===== config.mk =====
export PLATFORM = sky130hd
export DESIGN_NAME = rxic_top
export DESIGN_NICKNAME = d
export VERILOG_FILES = /design/src/rxic_top.v
export VERILOG_INCLUDE_DIRS = /design/src
export SDC_FILE = /design/constraint.sdc
export NUM_CORES = 1
export LEC_CHECK = 0
export BUFFER_PORTS_ARGS = -buffer_cell sky130_fd_sc_hd__buf_2
export CAP_MARGIN = 5
export CORE_MARGIN = 5
export CORE_UTILIZATION = 55
export CTS_BUF_LIST = sky130_fd_sc_hd__clkbuf_8
export CTS_CLUSTER_DIAMETER = 50
export CTS_CLUSTER_SIZE = 14
export DETAILED_ROUTE_END_ITERATION = 16
export GPL_TIMING_DRIVEN = 0
export HOLD_SLACK_MARGIN = 0.05
export PLACE_DENSITY = 0.83
export SETUP_SLACK_MARGIN = 0.1
export SLEW_MARGIN = 20
export SYNTH_ARGS = -nofsm -noshare
export SYNTH_HDL_FRONTEND = slang
export SYNTH_SLANG_ARGS = --single-unit

===== constraint.sdc =====
create_clock -name hclk -period 2 [get_ports hclk]
set_input_delay 0.3 -clock hclk [delete_from_list [all_inputs] [get_ports hclk]]
set_output_delay 0.3 -clock hclk [all_outputs]
set_load 0.03 [all_outputs]

===== src/rxic_defs.vh =====
// Register offsets, field positions and reset values for the receiver interrupt control block
`ifndef RXIC_DEFS_VH
`define RXIC_DEFS_VH

// ----------------------------------------------------------------------
// Register indexes (byte address is four times the index)
// ----------------------------------------------------------------------
`define RXIC_IDX_RIGHT_LEVEL   8'h1d
`define RXIC_IDX_MODE_CTRL     8'h1e
`define RXIC_IDX_INPUT_SEL     8'h1f
`define RXIC_IDX_EVENT_FLAGS   8'h20
`define RXIC_IDX_ENABLE_MASK   8'h21
`define RXIC_IDX_TRIG_HIGH     8'h22
`define RXIC_IDX_TRIG_LOW      8'h23
`define RXIC_IDX_BUF_CTRL      8'h24
`define RXIC_IDX_FAULT_MASK    8'h27

// ----------------------------------------------------------------------
// Reset values
// ----------------------------------------------------------------------
`define RXIC_RST_RIGHT_LEVEL   6'h00
`define RXIC_RST_MODE_CTRL     8'h00
`define RXIC_RST_INPUT_SEL     8'h00
`define RXIC_RST_ENABLE_MASK   8'h00
`define RXIC_RST_TRIG          8'h00
`define RXIC_RST_BUF_CTRL      8'h40
`define RXIC_RST_FAULT_MASK    7'h00

// ----------------------------------------------------------------------
// Field positions and codes
// ----------------------------------------------------------------------
`define RXIC_MODE_ALIGN_BIT    7
`define RXIC_MODE_DEEMPH_HI    5
`define RXIC_MODE_DEEMPH_LO    4
`define RXIC_MODE_PIN_HI       3
`define RXIC_MODE_PIN_LO       2
`define RXIC_MODE_HOLD_HI      1
`define RXIC_MODE_HOLD_LO      0
`define RXIC_MODE_WMASK        8'hbf
`define RXIC_SEL_WMASK         8'h77
`define RXIC_FLAG_WMASK        8'hbb
`define RXIC_BUF_WMASK         8'hc7
`define RXIC_PIN_ACT_HIGH      2'h0
`define RXIC_PIN_ACT_LOW       2'h1
`define RXIC_PIN_OPEN_DRAIN    2'h2
`define RXIC_HOLD_LAST         2'h0
`define RXIC_HOLD_ZERO         2'h1
`define RXIC_HOLD_PASS         2'h2
`define RXIC_TRIG_RISE         2'h0
`define RXIC_TRIG_FALL         2'h1
`define RXIC_TRIG_LEVEL        2'h2
`define RXIC_FAULT_AUDIO_MASK  7'h1f
`define RXIC_GAIN_MAX          6'h0f
`define RXIC_GAIN_MIN          6'h31

`endif


===== src/rxic_top.v =====
// Receiver control registers, input multiplexers and interrupt logic on AHB-Lite
//
// Register access over AHB-Lite was left to the implementer.
`timescale 1ns/1ps
`include "rxic_defs.vh"

module rxic_top (
	input  wire        hclk,
	input  wire        hresetn,
	input  wire        clk_en,
	input  wire        hsel,
	input  wire [31:0] haddr,
	input  wire [1:0]  htrans,
	input  wire        hwrite,
	input  wire [2:0]  hsize,
	input  wire [31:0] hwdata,
	input  wire        hready,
	output reg  [31:0] hrdata,
	output wire        hreadyout,
	output wire        hresp,
	input  wire [7:0]  serial_audio_input_pin,
	output reg         passthru_out_pin,
	output reg         rx_input_bit,
	input  wire        pll_unlock_in,
	input  wire        qsub_block_in,
	input  wire        cstat_buffer_in,
	input  wire        userdata_buffer_in,
	input  wire        adc_overrange_in,
	input  wire [6:0]  rx_fault_in,
	input  wire [23:0] rx_sample_in,
	input  wire        rx_sample_valid,
	output reg  [23:0] rx_sample_out,
	input  wire        forced_lock,
	output reg  [5:0]  adc_right_gain,
	output wire [1:0]  ramp_zero_cross_sel,
	input  wire [1:0]  ramp_zero_cross_in,
	output wire        port_phase_align,
	output reg  [1:0]  deemph_filter_sel,
	output wire [1:0]  lock_mode_sel,
	output wire [2:0]  status_buf_mode,
	output wire        irq_out,
	output wire        irq_oe,
	output wire        irq_pending
);

	// ------------------------------------------------------------------
	// Functions
	// ------------------------------------------------------------------
	function is_idx;
		input [31:0] a;
		input [7:0]  idx;
		begin
			is_idx = (a[31:2] == {22'h000000, idx}) && (a[1:0] == 2'h0);
		end
	endfunction

	function [5:0] clamp_gain;
		input [5:0] g;
		begin
			if (!g[5] && g > `RXIC_GAIN_MAX)
				clamp_gain = `RXIC_GAIN_MAX;
			else if (g[5] && g < `RXIC_GAIN_MIN)
				clamp_gain = `RXIC_GAIN_MIN;
			else
				clamp_gain = g;
		end
	endfunction

	function trig_fire;
		input hi;
		input lo;
		input cur;
		input prev;
		begin
			case ({hi, lo})
				`RXIC_TRIG_RISE:  trig_fire = cur & ~prev;
				`RXIC_TRIG_FALL:  trig_fire = ~cur & prev;
				`RXIC_TRIG_LEVEL: trig_fire = cur;
				default:          trig_fire = 1'b0;
			endcase
		end
	endfunction

	// ------------------------------------------------------------------
	// Synchronisers for pin and source inputs
	// ------------------------------------------------------------------
	reg  [19:0] sync1_r;
	reg  [19:0] sync2_r;
	wire [19:0] async_in = {pll_unlock_in, qsub_block_in, cstat_buffer_in, userdata_buffer_in,
	                        adc_overrange_in, rx_fault_in, serial_audio_input_pin};

	always @(posedge hclk or negedge hresetn) begin
		if (!hresetn) begin
			sync1_r <= 20'h00000;
			sync2_r <= 20'h00000;
		end else if (clk_en) begin
			sync1_r <= async_in;
			sync2_r <= sync1_r;
		end
	end

	// Only the second stage is read by logic
	wire [7:0] rxp_s    = sync2_r[7:0];
	wire [6:0] fault_s  = sync2_r[14:8];
	wire       ovr_s    = sync2_r[15];
	wire       udat_s   = sync2_r[16];
	wire       cstat_s  = sync2_r[17];
	wire       qsub_s   = sync2_r[18];
	wire       unlock_s = sync2_r[19];

	// ------------------------------------------------------------------
	// Registers
	// ------------------------------------------------------------------
	reg  [5:0]  right_level_r;
	reg  [7:0]  mode_ctrl_r;
	reg  [7:0]  input_sel_r;
	reg  [7:0]  enable_mask_r;
	reg  [7:0]  trig_high_r;
	reg  [7:0]  trig_low_r;
	reg  [7:0]  buf_ctrl_r;
	reg  [6:0]  fault_mask_r;
	reg  [7:0]  flags_r;
	reg  [7:0]  cond_d_r;
	reg         wr_pend_r;
	reg  [7:0]  wr_idx_r;

	wire        a_valid = hsel && hready && htrans[1];
	wire        a_write = a_valid && hwrite;
	wire        a_read  = a_valid && !hwrite;
	wire [7:0]  wdat    = hwdata[7:0];

	// Zero wait states: every transfer completes in one data phase
	assign hreadyout = 1'b1;
	assign hresp     = 1'b0;

	always @(posedge hclk or negedge hresetn) begin
		if (!hresetn) begin
			wr_pend_r <= 1'b0;
			wr_idx_r  <= 8'h00;
		end else if (clk_en) begin
			wr_pend_r <= a_write;
			wr_idx_r  <= haddr[9:2];
			// Writes outside the register window are dropped
			if (a_write && (haddr[31:10] != 22'h000000 || haddr[1:0] != 2'h0))
				wr_pend_r <= 1'b0;
		end
	end

	always @(posedge hclk or negedge hresetn) begin
		if (!hresetn) begin
			right_level_r <= `RXIC_RST_RIGHT_LEVEL;
			mode_ctrl_r   <= `RXIC_RST_MODE_CTRL;
			input_sel_r   <= `RXIC_RST_INPUT_SEL;
			enable_mask_r <= `RXIC_RST_ENABLE_MASK;
			trig_high_r   <= `RXIC_RST_TRIG;
			trig_low_r    <= `RXIC_RST_TRIG;
			buf_ctrl_r    <= `RXIC_RST_BUF_CTRL;
			fault_mask_r  <= `RXIC_RST_FAULT_MASK;
		end else if (clk_en && wr_pend_r) begin
			case (wr_idx_r)
				`RXIC_IDX_RIGHT_LEVEL: right_level_r <= wdat[5:0];
				`RXIC_IDX_MODE_CTRL:   mode_ctrl_r   <= wdat & `RXIC_MODE_WMASK;
				`RXIC_IDX_INPUT_SEL:   input_sel_r   <= wdat & `RXIC_SEL_WMASK;
				`RXIC_IDX_ENABLE_MASK: enable_mask_r <= wdat & `RXIC_FLAG_WMASK;
				`RXIC_IDX_TRIG_HIGH:   trig_high_r   <= wdat & `RXIC_FLAG_WMASK;
				`RXIC_IDX_TRIG_LOW:    trig_low_r    <= wdat & `RXIC_FLAG_WMASK;
				`RXIC_IDX_BUF_CTRL:    buf_ctrl_r    <= wdat & `RXIC_BUF_WMASK;
				`RXIC_IDX_FAULT_MASK:  fault_mask_r  <= wdat[6:0];
				default: ;
			endcase
		end
	end

	// ------------------------------------------------------------------
	// Control outputs
	// ------------------------------------------------------------------
	assign port_phase_align    = mode_ctrl_r[`RXIC_MODE_ALIGN_BIT];
	assign lock_mode_sel       = buf_ctrl_r[7:6];
	assign status_buf_mode     = buf_ctrl_r[2:0];
	assign ramp_zero_cross_sel = ramp_zero_cross_in;

	wire [1:0] deemph_code = mode_ctrl_r[`RXIC_MODE_DEEMPH_HI:`RXIC_MODE_DEEMPH_LO];
	wire [1:0] pin_fmt     = mode_ctrl_r[`RXIC_MODE_PIN_HI:`RXIC_MODE_PIN_LO];
	wire [1:0] hold_mode   = mode_ctrl_r[`RXIC_MODE_HOLD_HI:`RXIC_MODE_HOLD_LO];

	always @(posedge hclk or negedge hresetn) begin
		if (!hresetn) begin
			adc_right_gain    <= 6'h00;
			deemph_filter_sel <= 2'h0;
			passthru_out_pin  <= 1'b0;
			rx_input_bit      <= 1'b0;
		end else if (clk_en) begin
			// Register keeps the raw code; only the output is limited
			adc_right_gain    <= clamp_gain(right_level_r);
			deemph_filter_sel <= forced_lock ? deemph_code : 2'h0;
			passthru_out_pin  <= rxp_s[input_sel_r[6:4]];
			rx_input_bit      <= rxp_s[input_sel_r[2:0]];
		end
	end

	// ------------------------------------------------------------------
	// Receiver error sample policy
	// ------------------------------------------------------------------
	wire audio_fault = |(fault_s & fault_mask_r & `RXIC_FAULT_AUDIO_MASK);
	wire any_fault   = |(fault_s & fault_mask_r);
	reg  [23:0] last_good_r;

	always @(posedge hclk or negedge hresetn) begin
		if (!hresetn) begin
			rx_sample_out <= 24'h000000;
			last_good_r   <= 24'h000000;
		end else if (clk_en && rx_sample_valid) begin
			if (!audio_fault) begin
				rx_sample_out <= rx_sample_in;
				last_good_r   <= rx_sample_in;
			end else begin
				case (hold_mode)
					`RXIC_HOLD_LAST: rx_sample_out <= last_good_r;
					`RXIC_HOLD_ZERO: rx_sample_out <= 24'h000000;
					`RXIC_HOLD_PASS: rx_sample_out <= rx_sample_in;
					// Reserved code behaves as hold
					default:         rx_sample_out <= last_good_r;
				endcase
			end
		end
	end

	// ------------------------------------------------------------------
	// Interrupt event detection and sticky flags
	// ------------------------------------------------------------------
	wire [7:0] cond = {unlock_s, 1'b0, qsub_s, cstat_s, udat_s,
	                   1'b0, ovr_s, any_fault};
	wire [7:0] fire;
	// Status read clears at its address phase, so a set in that same cycle survives
	wire       rd_clr = a_read && is_idx(haddr, `RXIC_IDX_EVENT_FLAGS);

	// ------------------------------------------------------------------
	// Per-source trigger decode
	// ------------------------------------------------------------------
	genvar src;
	generate
		for (src = 0; src < 8; src = src + 1) begin : g_trig
			assign fire[src] = trig_fire(trig_high_r[src], trig_low_r[src], cond[src],
			                             cond_d_r[src]);
		end
	endgenerate

	wire [7:0] flags_masked = flags_r & enable_mask_r;

	always @(posedge hclk or negedge hresetn) begin
		if (!hresetn) begin
			cond_d_r <= 8'h00;
			flags_r  <= 8'h00;
		end else if (clk_en) begin
			cond_d_r <= cond;
			// Set wins over read clear; masked sources never reach the status bits
			flags_r  <= ((rd_clr ? 8'h00 : flags_r) | (fire & enable_mask_r))
			            & `RXIC_FLAG_WMASK;
		end
	end

	// ------------------------------------------------------------------
	// Interrupt pin
	// ------------------------------------------------------------------
	// Format alone sets polarity; trigger modes only decide when flags set
	assign irq_pending = |flags_masked;
	assign irq_out = (pin_fmt == `RXIC_PIN_ACT_HIGH) ? irq_pending :
	                 (pin_fmt == `RXIC_PIN_ACT_LOW)  ? ~irq_pending : 1'b0;
	// Reserved format leaves the pin released
	assign irq_oe  = (pin_fmt == `RXIC_PIN_OPEN_DRAIN) ? irq_pending :
	                 (pin_fmt == `RXIC_PIN_ACT_HIGH || pin_fmt == `RXIC_PIN_ACT_LOW);

	// ------------------------------------------------------------------
	// Read data
	// ------------------------------------------------------------------
	// Read data is captured at the address phase and stands for the data phase
	reg [7:0] rd_nxt;

	always @* begin
		rd_nxt = 8'h00;
		if (is_idx(haddr, `RXIC_IDX_RIGHT_LEVEL)) rd_nxt = {2'h0, right_level_r};
		if (is_idx(haddr, `RXIC_IDX_MODE_CTRL))   rd_nxt = mode_ctrl_r;
		if (is_idx(haddr, `RXIC_IDX_INPUT_SEL))   rd_nxt = input_sel_r;
		if (is_idx(haddr, `RXIC_IDX_EVENT_FLAGS)) rd_nxt = flags_masked;
		if (is_idx(haddr, `RXIC_IDX_ENABLE_MASK)) rd_nxt = enable_mask_r;
		if (is_idx(haddr, `RXIC_IDX_TRIG_HIGH))   rd_nxt = trig_high_r;
		if (is_idx(haddr, `RXIC_IDX_TRIG_LOW))    rd_nxt = trig_low_r;
		if (is_idx(haddr, `RXIC_IDX_BUF_CTRL))    rd_nxt = buf_ctrl_r;
		if (is_idx(haddr, `RXIC_IDX_FAULT_MASK))  rd_nxt = {1'b0, fault_mask_r};
	end

	always @(posedge hclk or negedge hresetn) begin
		if (!hresetn)
			hrdata <= 32'h00000000;
		else if (clk_en && a_read)
			hrdata <= {24'h000000, rd_nxt};
	end

endmodule // rxic_top


==> impl_metrics.py, run 1 <==
metrics = {
    "clock_tree": {
        "cts_max_path_buffers": 2,
        "numCtsBuffers": 17,
        "cts.sinks": 176,
        "cts_root_buf": "sky130_fd_sc_hd__clkbuf_8",
        "clock_latency_ns": 0.47,
        "cts_tree": "built",
        "htree_levels": 4,
        "clk_transition_reported_paths_ns": 0.08,
    },
    "sta": {
        "final-hold-violation-count": 0,
        "drv_slew": 0,
        "layout_worst_path_cycle_share_pct": 100.3,
        "timing_worst_slew_pin_value_ns": 0.7339,
        "clock.fmax_mhz": 498.4,
        "unrepaired_setup_endpoints_after_global_routing": "yes",
        "setup_ws_ns": -0.006496,
        "layout_min_cycle_time_ns": 2.006,
        "setup-violations-final": 1,
        "worst_slew_margin_rel_pct": 51.07,
        "final.setup_skew_ns": 0.01695,
        "setup-tns-final_ns": -0.006496,
    },
    "global_routing": {
        "gr-total-overflow": 0,
        "antenna_found_initial": 0,
        "global_route_wire_length_before_repair_um": 30450,
        "gr-usage-all-layers_pct": 23.37,
        "grt_start_max_net_pins": 68,
        "first_global_vias": 5885,
    },
    "detailed_routing": {
        "initialDrtViolationCount": 461,
        "firstDrtPassIters": 7,
        "vias_per_cell": 5.702,
        "dr_total_vias": 6135,
        "routed_wire_length_per_instance_um": 19.12,
        "route.detailed.drc": 0,
        "final_antenna_net_count": 0,
        "drt_wl_total_um": 20580,
    },
    "placed_design": {
        "post-place-ws_ns": -0.2133,
        "place_hpwl_um": 14020,
        "place.port_buffers": 142,
        "globalplace.congestion": 0.9200,
        "placed_area_um2": 9111,
    },
    "cells_and_area": {
        "design.final.nets": 1004,
        "postLayoutCellArea_um2": 10250,
        "diodes": 0,
        "final_layout_size_suffix_gt1_share_pct": 44.17,
        "areaGrowthSynthToFinish_pct": 27.88,
    },
    "synth": {
        "synthesis.area_per_instance_um2": 12.31,
        "synth.ff_latch_count": 176,
        "post_synth_num_cell_types": 58,
        "postSynth.asyncResetShare_pct": 100.0,
        "count_of_mapped_cells_out_of_synthesis": 651,
        "synth_ff_type": "sky130_fd_sc_hd__dfrtp_1",
        "synth_area_um2": 8015,
        "yosysWarnings": 0,
        "synth_edf_count": 0,
        "sequential_to_total_area_share_from_yosys_stat_pct": 54.96,
    },
    "die": {
        "fp.dieW_um": 130.7,
        "std_cell_rows": 44,
        "core_area_um2": 14420,
        "die_y_um": 130.7,
        "starting_density_pct": 55.57,
        "die_area_um2": 17090,
        "ios": 202,
    },
    "critical_path": {
        "critPathMaxStageDelay_ns": 0.42,
        "critPathKind": "reg2out",
        "critical_path.n_buffers_inverters": 3,
        "worstPathRequired_ns": 1.70,
        "crit_slowest_cell": "sky130_fd_sc_hd__dfrtp_1",
        "worstPathCellList": "a22oi_2 > nand3_2 > buf_4 > inv_2 > o21ai_2 > buf_6",
        "critPathCaptureType": "output port",
        "critical_path.startpoint_type": "flip-flop",
        "cp_max_fo": 3,
        "cp.arrival_ns": 1.71,
        "critical-path-top-delay-family": "flip-flops",
    },
    "outcome": {
        "violations_in_the_final_reports": "negative setup slack",
        "outcome": "finished with violations",
    },
    "power_and_ir_drop": {
        "worst_ir_drop_vdd_v": 0.0005388,
        "cellLeakagePower_uw": 0.004787,
        "cellPowerDensity_nw_per_um2": 756.8,
    },
    "job": {
        "max-cap-violations": 0,
    },
    "hold_path": {
        "min-delay-path-class": "in2reg",
    },
}
## power breakdown
part | switching (uW) | internal [uW]
logic | 638 | 510
registers | 204 | 3840
clock network | 1240 | 1320
## cell families after synthesis
group           after synthesis  synth area share [%]
simple gates                120                 8.087
xor+xnor                      1                0.1093
flops                       176                 54.96
mux                         142                 20.40
buf+inv                      77                 5.120
fa+ha+maj                     1                0.1561
compound gates              132                 11.07
other cells                   2               0.09370
## worst reg2reg max path, stage by stage (launching register included)
cell and delay, ns:
sky130_fd_sc_hd__dfrtp_1 0.42, sky130_fd_sc_hd__nor4b_2 0.32, sky130_fd_sc_hd__nand3_1 0.20, sky130_fd_sc_hd__buf_4 0.19, sky130_fd_sc_hd__nor2_4 0.27, sky130_fd_sc_hd__mux2_2 0.38
## metal layers
layer / global-route usage, % / part of all wire [%]
met1: 31.22 / 41
met2: 37.95 / 49
met3: 4.878 / 7.9
met4: 8.832 / 3.0
met5: 0 / 0
## state kept, by name, summed over array words and instances, names as in the netlist
| register | count |
|---|---|
| wr_pend_r | 1 |
| enable_mask_r | 6 |
| cond_d_r | 6 |
| right_level_r | 6 |
| trig_low_r | 6 |
| adc_right_gain | 6 |
| wr_idx_r | 8 |
| flags_r | 6 |
| hrdata | 8 |
| rx_input_bit | 1 |
| passthru_out_pin | 1 |
| last_good_r | 24 |
| input_sel_r | 6 |
| buf_ctrl_r | 5 |
| sync1_r | 20 |
| deemph_filter_sel | 2 |
| rx_sample_out | 24 |
| fault_mask_r | 7 |
| trig_high_r | 6 |
| sync2_r | 20 |
| mode_ctrl_r | 7 |
## what timing repair did
action	CTS	global route
cloned	0	2
hold endpoints to repair	65	1
hold buffers	22	1
buffers inserted	4	14
pin swaps	5	23
endpoints found under the setup margin	80	76
gates resized for setup	22	59
## cell type report
type | count | area (um2)
repair buffers | 187 | 1210
flip-flops and latches | 176 | 4405
multi-input cells | 422 | 3526
clock buffers | 20 | 275.3
fillers | 989 | 4174
plain buffers | 60 | 404.1
clock inverters | 11 | 138.9
inverters | 16 | 60.06
well taps | 184 | 230.2
## metrics by stage
stage          instances  util, %  power, uW  hold slack (ns)
2_1_floorplan        675        -       4713         0.004409
3_3_place_gp        1001    62.72       5074           0.4667
3_5_place_dp        1003    63.17       5140           0.2162
4_1_cts             1059    68.29       7707          0.05133
5_1_grt             1076    71.06       8071          0.05548
6_report            1076    71.06       7757          0.07629
## cells in the mapped netlist, types with 6 or more instances
cell type                    n  area, um2
sky130_fd_sc_hd__nand2b_1   10      62.56
sky130_fd_sc_hd__o21ai_0    21      105.1
sky130_fd_sc_hd__nand2_1    17      63.81
sky130_fd_sc_hd__dfrtp_1   175       4379
sky130_fd_sc_hd__a22oi_1    37      277.8
sky130_fd_sc_hd__inv_1      15      56.30
sky130_fd_sc_hd__buf_2       7      35.03
sky130_fd_sc_hd__buf_4      28      210.2
sky130_fd_sc_hd__mux2_2    107       1205
sky130_fd_sc_hd__mux2_1     24      270.3
sky130_fd_sc_hd__nor2_1     45      168.9
sky130_fd_sc_hd__clkbuf_1   23      86.33
sky130_fd_sc_hd__a22o_1      9      78.83
sky130_fd_sc_hd__o22ai_1     7      43.79
sky130_fd_sc_hd__a21oi_1    31      155.2
sky130_fd_sc_hd__nand3_1    10      50.05
sky130_fd_sc_hd__a32o_1      6      60.06
sky130_fd_sc_hd__mux2i_1     7      70.07
## final timing paths
kind | from | end | slack (ns) | cells past startpoint
min in group asynchronous | hresetn | sync1_r[0]$_DFFE_PN0P_ | 0.31 | 2
min reg2reg | hrdata[2]$_DFFE_PN0P_ | hrdata[2]$_DFFE_PN0P_ | 0.50 | 2
max reg2reg | wr_idx_r[5]$_DFFE_PN0P_ | mode_ctrl_r[1]$_DFFE_PN0P_ | 0.11 | 5
max | flags_r[1]$_DFFE_PN0P_ | irq_oe | -0.006 | 6
min | rx_fault_in[4] | sync1_r[12]$_DFFE_PN0P_ | 0.08 | 2
max in group asynchronous | hresetn | rx_sample_out[11]$_DFFE_PN0P_ | 0.69 | 4
## cell usage in the layout, fill, tap and decap left out, drive strengths merged, types with 4 or more instances in the layout
cell         Yosys  layout
buf             38     202
dfrtp          175     175
mux2           131     131
nor2            45      45
clkbuf          23      42
a22oi           37      37
a21oi           31      31
conb             2      26
dlygate4sd3      0      23
o21ai           22      22
inv             16      21
nand2           17      17
nand3           11      11
nand2b          10      10
a22o             9       9
o22ai            7       7
mux2i            7       7
nor4             7       7
a32o             6       6
nor3             6       6
nor2b            5       5
o211ai           4       4
nand3b           4       4
mux4             4       4
No activity file was read; power rests on OpenSTA's default activity.
==> run 2: changes to the inputs <==
--- a/config.mk
+++ b/config.mk
@@ -17,6 +17,7 @@
 export GPL_TIMING_DRIVEN = 0
 export HOLD_SLACK_MARGIN = 0.05
 export PLACE_DENSITY = 0.83
+export REMOVE_ABC_BUFFERS = 1
 export SETUP_SLACK_MARGIN = 0.1
 export SLEW_MARGIN = 20
 export SYNTH_ARGS = -nofsm -noshare
==> impl_metrics.py, run 2 (synthesized netlist as in run 1, its figures left out) <==
metrics = {
    "critical_path": {
        "worstPathRequired_ns": 1.70,
        "startpoint": "enable_mask_r[3]$_DFFE_PN0P_",
        "critical_path.startpoint_type": "flip-flop",
        "critPathKind": "reg2out",
        "critical_path.reg2reg.startpoint": "wr_idx_r[4]$_DFFE_PN0P_",
        "critPathCaptureType": "output port",
        "cp.arrival_ns": 1.68,
        "cp_max_fo": 3,
    },
    "cells_and_area": {
        "design.final.nets": 930,
        "most_frequent_standard_cell_in_the_layout_excluding_fill_and_tap_cells": "sky130_fd_sc_hd__dfrtp_1",
        "final_layout_size_suffix_gt1_share_pct": 41.64,
        "biggestRegsByFlops": "last_good_r x24, rx_sample_out x24",
        "postLayoutCellArea_um2": 9619,
        "areaGrowthSynthToFinish_pct": 20.01,
        "top_library_cells_by_usage_in_the_layout_fill_and_taps_aside": "173 x sky130_fd_sc_hd__dfrtp_1, 138 x sky130_fd_sc_hd__buf_2, 105 x sky130_fd_sc_hd__mux2_2",
        "diodes": 0,
        "fillerInstances": 1071,
    },
    "detailed_routing": {
        "initialDrtViolationCount": 346,
        "firstDrtPassIters": 5,
        "dr_total_vias": 5728,
        "route.detailed.drc": 0,
        "drt_wl_total_um": 19370,
        "routed_wire_length_per_instance_um": 19.31,
        "final_antenna_net_count": 0,
        "vias_per_cell": 5.711,
    },
    "clock_tree": {
        "cts.sinks": 176,
        "clk_transition_reported_paths_ns": 0.09,
        "cts_tree": "built",
        "cts_root_buf": "sky130_fd_sc_hd__clkbuf_8",
        "htree_levels": 4,
        "cts_max_path_buffers": 2,
        "clock_latency_ns": 0.45,
        "numCtsBuffers": 17,
    },
    "global_routing": {
        "antenna_found_initial": 0,
        "global_route_wire_length_before_repair_um": 29500,
        "first_global_vias": 5660,
        "gr-usage-all-layers_pct": 22.35,
        "grt_start_max_net_pins": 90,
        "gr-total-overflow": 0,
    },
    "hold_path": {
        "min-delay-path-class": "in2reg",
        "worstHoldStart": "userdata_buffer_in",
    },
    "sta": {
        "layout_worst_path_cycle_share_pct": 98.76,
        "layout_min_cycle_time_ns": 1.975,
        "final-hold-violation-count": 0,
        "setup_ws_ns": 0.02482,
        "final.setup_skew_ns": 0.01132,
        "timing_worst_slew_pin_value_ns": 0.6611,
        "drv_slew": 0,
        "setup-violations-final": 0,
        "clock.fmax_mhz": 506.3,
        "unrepaired_setup_endpoints_after_global_routing": "yes",
        "worst_slew_margin_rel_pct": 55.93,
    },
    "placed_design": {
        "place.port_buffers": 143,
        "placed_area_um2": 8821,
        "globalplace.congestion": 0.8971,
        "place_hpwl_um": 13190,
        "post-place-ws_ns": -0.3925,
    },
    "power_and_ir_drop": {
        "post-layout-total-power_uw": 7485,
        "worst_ir_drop_vdd_v": 0.0004181,
        "switching_power_as_a_share_of_total_power_pct": 27.39,
        "seq_power_share_pct": 53.8,
        "comb_power_share_pct": 13.6,
        "net-switching-power_uw": 2050,
        "cellPowerDensity_nw_per_um2": 778.1,
        "cellLeakagePower_uw": 0.004448,
        "p_int_uw": 5435,
        "pwr-share-clk_pct": 32.6,
    },
    "die": {
        "fp.dieW_um": 130.7,
        "die_y_um": 130.7,
        "ios": 202,
        "std_cell_rows": 44,
        "core_area_um2": 14420,
        "starting_density_pct": 55.57,
        "die_area_um2": 17090,
    },
    "outcome": {
        "outcome": "finished, final reports clean",
    },
    "job": {
        "max-cap-violations": 0,
    },
}
==> run 2: metal layers <==
layer,part of all wire (%),track usage (%)
met1,41,29.79
met2,51,36.78
met3,6.2,4.390
met4,1.8,7.985
met5,0,0
==> run 2: critical path, stage by stage (launching register included) <==
cell                      delay [ns]
sky130_fd_sc_hd__dfrtp_1        0.41
sky130_fd_sc_hd__a22oi_2        0.23
sky130_fd_sc_hd__nand3_2        0.14
sky130_fd_sc_hd__buf_4          0.16
sky130_fd_sc_hd__buf_4          0.12
sky130_fd_sc_hd__buf_4          0.16
==> run 2: stage by stage <==
| stage | instances | hold WS, ns | util, % | TNS (ns) |
|---|---|---|---|---|
| global route | 1003 | 0.05305 | 66.69 | -0.1191 |
| finish | 1003 | 0.07869 | 66.69 | 0 |
| CTS | 995 | 0.05014 | 65.70 | 0 |
| detailed placement | 945 | 0.3486 | 61.16 | -21.68 |
| global placement | 941 | 0.4736 | 60.32 | -504.07 |
| floorplan | 614 | 0.004409 | - | -19.22 |
==> run 2: worst paths after layout <==
path | endpoint | slack, ns | depth (start not counted)
max in group asynchronous | sync1_r[6]$_DFFE_PN0P_ | 0.75 | 3
hold / removal | sync1_r[16]$_DFFE_PN0P_ | 0.08 | 2
hold reg to reg | last_good_r[9]$_DFFE_PN0P_ | 0.50 | 1
setup reg to reg | trig_high_r[3]$_DFFE_PN0P_ | 0.12 | 6
setup / recovery | irq_pending | 0.02 | 5
min in group asynchronous | rx_sample_out[10]$_DFFE_PN0P_ | 0.42 | 2
==> run 2: timing repair <==
item / in CTS / in global routing
endpoints found under the setup margin: 89 / 67
pin swaps: 7 / 7
gates cloned: 0 / 2
resized for setup: 21 / 16
endpoints found under the hold margin: 92 / 0
hold buffers: 7 / 0
buffers inserted: 11 / 6
==> run 2: final cells by class <==
class	count	area (um2)	share of cell area, %
inverters	16	60.06	0.6243
flip-flops and latches	176	4408	45.82
clock inverters	13	135.1	1.405
multi-input cells	424	3465	36.02
clock buffers	19	261.5	2.719
repair buffers	171	1060	11.02
well taps	184	230.2	2.393
==> run 2: power groups by stage <==
| stage | clock [uW] | sequential, uW | combinational [uW] |
|---|---|---|---|
| 3_3_place_gp | 0 | 4060 | 933 |
| 6_report | 2440 | 4030 | 1020 |
| 4_1_cts | 2510 | 4020 | 1010 |
| 5_1_grt | 2650 | 4060 | 1110 |
| 2_1_floorplan | 0 | 4170 | 448 |
| 3_5_place_dp | 0 | 4080 | 995 |
==> run 3: changes to the inputs <==
--- a/config.mk
+++ b/config.mk
@@ -14,7 +14,7 @@
 export CTS_CLUSTER_DIAMETER = 50
 export CTS_CLUSTER_SIZE = 14
 export DETAILED_ROUTE_END_ITERATION = 16
-export GPL_TIMING_DRIVEN = 0
+export GPL_TIMING_DRIVEN = 1
 export HOLD_SLACK_MARGIN = 0.05
 export PLACE_DENSITY = 0.83
 export REMOVE_ABC_BUFFERS = 1
==> impl_metrics.py, run 3 (synthesized netlist as in run 1, its figures left out) <==
metrics = {
    "outcome": {
        "outcome": "finished, final reports clean",
    },
    "job": {
        "max-cap-violations": 0,
    },
    "detailed_routing": {
        "dr_total_vias": 5899,
        "vias_per_cell": 5.694,
        "initialDrtViolationCount": 341,
        "routed_wire_length_per_instance_um": 19.13,
        "final_antenna_net_count": 0,
        "route.detailed.drc": 0,
        "drt_wl_total_um": 19820,
        "firstDrtPassIters": 4,
    },
    "critical_path": {
        "cp_max_fo": 24,
        "critPathCaptureType": "flip-flop",
        "cp.arrival_ns": 2.27,
        "critPathKind": "reg2reg",
        "critical_path.startpoint_type": "flip-flop",
        "worstPathRequired_ns": 2.32,
        "crit_slowest_cell": "sky130_fd_sc_hd__a222oi_1",
        "critPathMaxStageDelay_ns": 0.44,
        "r2r.worst_path.cells": 6,
        "worstPathCellList": "a222oi_1 > nand2_1 > and2_4 > buf_12 > a22oi_1 > a21oi_1",
    },
    "cells_and_area": {
        "biggestRegsByFlops": "last_good_r x24, rx_sample_out x24",
        "fillerInstances": 1024,
        "seq_area_um2": 4405,
        "most_frequent_standard_cell_in_the_layout_excluding_fill_and_tap_cells": "sky130_fd_sc_hd__dfrtp_1",
        "postLayoutCellArea_um2": 9960,
        "final_layout_size_suffix_gt1_share_pct": 43.43,
        "postLayoutCoreUtil_pct": 69.05,
        "diodes": 0,
        "top_library_cells_by_usage_in_the_layout_fill_and_taps_aside": "175 x sky130_fd_sc_hd__dfrtp_1, 139 x sky130_fd_sc_hd__buf_2, 107 x sky130_fd_sc_hd__mux2_2",
        "areaGrowthSynthToFinish_pct": 24.26,
        "design.final.nets": 963,
        "multi_input_logic_area_um2": 3462,
    },
    "placed_design": {
        "globalplace.congestion": 0.9268,
        "placed_area_um2": 8959,
        "post-place-ws_ns": 0.06575,
        "place_hpwl_um": 13770,
        "place.port_buffers": 143,
    },
    "sta": {
        "setup-tns-final_ns": 0,
        "layout_worst_path_cycle_share_pct": 97.34,
        "drv_slew": 0,
        "whs_ns": 0.07614,
        "setup_ws_ns": 0.05327,
        "final-hold-violation-count": 0,
        "setup-violations-final": 0,
        "unrepaired_setup_endpoints_after_global_routing": "yes",
        "final.setup_skew_ns": 0.01384,
        "clock.fmax_mhz": 513.7,
        "layout_min_cycle_time_ns": 1.947,
    },
    "die": {
        "starting_density_pct": 55.57,
        "fp.dieW_um": 130.7,
        "die_area_um2": 17090,
        "std_cell_rows": 44,
        "core_area_um2": 14420,
        "die_y_um": 130.7,
        "ios": 202,
    },
    "global_routing": {
        "global_route_wire_length_before_repair_um": 29840,
        "gr-total-overflow": 0,
        "gr-usage-all-layers_pct": 22.55,
        "antenna_found_initial": 0,
        "grt_start_max_net_pins": 49,
        "first_global_vias": 5833,
    },
    "power_and_ir_drop": {
        "cellLeakagePower_uw": 0.004623,
        "worst_ir_drop_vdd_v": 0.0004739,
        "cellPowerDensity_nw_per_um2": 759.1,
    },
    "hold_path": {
        "whs_path_depth": 2,
        "min-delay-path-class": "in2reg",
    },
    "clock_tree": {
        "clk_transition_reported_paths_ns": 0.10,
        "numCtsBuffers": 17,
        "cts_max_path_buffers": 2,
        "cts_root_buf": "sky130_fd_sc_hd__clkbuf_8",
        "clock_latency_ns": 0.46,
        "cts_tree": "built",
        "htree_levels": 4,
        "cts.sinks": 176,
    },
}
[run 3: changes by cell type in the layout (fill, tap and decap cells not counted), moves of 4 or more]
| cell | delta |
|---|---|
| sky130_fd_sc_hd__buf_12 | +4 |
| sky130_fd_sc_hd__a22oi_1 | -14 |
| sky130_fd_sc_hd__buf_4 | +17 |
| sky130_fd_sc_hd__nor2_1 | +4 |
| sky130_fd_sc_hd__nor2_4 | -4 |
| sky130_fd_sc_hd__dlygate4sd3_1 | +11 |
| sky130_fd_sc_hd__a22oi_2 | +14 |
| sky130_fd_sc_hd__clkbuf_16 | +4 |
[run 3: what timing repair did]
item / 4_1_cts / 5_1_grt
hold buffers: 18 / 0
buffers inserted: 7 / 7
pin swaps: 4 / 14
hold endpoints to repair: 56 / 0
setup endpoints to repair: 6 / 62
gates cloned: 0 / 5
resized for setup: 8 / 39
[run 3: stage by stage]
| stage | power (uW) | cells |
|---|---|---|
| after CTS | 7551 | 1026 |
| after detailed placement | 5087 | 969 |
| after global placement | 5022 | 969 |
| final | 7560 | 1036 |
| after global routing | 7909 | 1036 |
| after floorplan | 4622 | 614 |
[run 3: routing by layer]
metal  global-route usage [%]  share of wire (%)
met3                    4.512                5.7
met2                    36.15                 51
met1                    30.80                 41
met4                    8.227                2.0
met5                        0                  0
[run 3: worst paths after layout]
check / startpoint / endpoint / slack [ns]
max: sync2_r[8]$_DFFE_PN0P_ / rx_sample_out[9]$_DFFE_PN0P_ / 0.05
min: rx_fault_in[6] / sync1_r[14]$_DFFE_PN0P_ / 0.08
max reg2reg: sync2_r[8]$_DFFE_PN0P_ / rx_sample_out[9]$_DFFE_PN0P_ / 0.05
min reg2reg: sync1_r[4]$_DFFE_PN0P_ / sync2_r[4]$_DFFE_PN0P_ / 0.51
max in group asynchronous: hresetn / sync1_r[5]$_DFFE_PN0P_ / 0.98
min in group asynchronous: hresetn / rx_sample_out[18]$_DFFE_PN0P_ / 0.33
[run 3: where the power goes]
part           total (uW)  switching, uW  internal [uW]
Combinational        1080            612            465
Clock                2450           1280           1180
Sequential           4030            190           3840
[run 3: cell type report]
| class | instances | share of cell area, % |
|---|---|---|
| multi-input cells | 422 | 34.76 |
| clock inverters | 13 | 1.369 |
| flip-flops and latches | 176 | 44.23 |
| inverters | 16 | 0.6030 |
| well taps | 184 | 2.312 |
| repair buffers | 206 | 14.10 |
| clock buffers | 19 | 2.626 |
[run 3: critical path, delay by kind of cell, from the launching register on]
kind                   cells  cell delay (ns)
AO/OA/AOI/OAI              3             0.84
buffers and inverters      1             0.16
flip-flops                 1             0.39
AND/OR/NAND/NOR            2             0.41
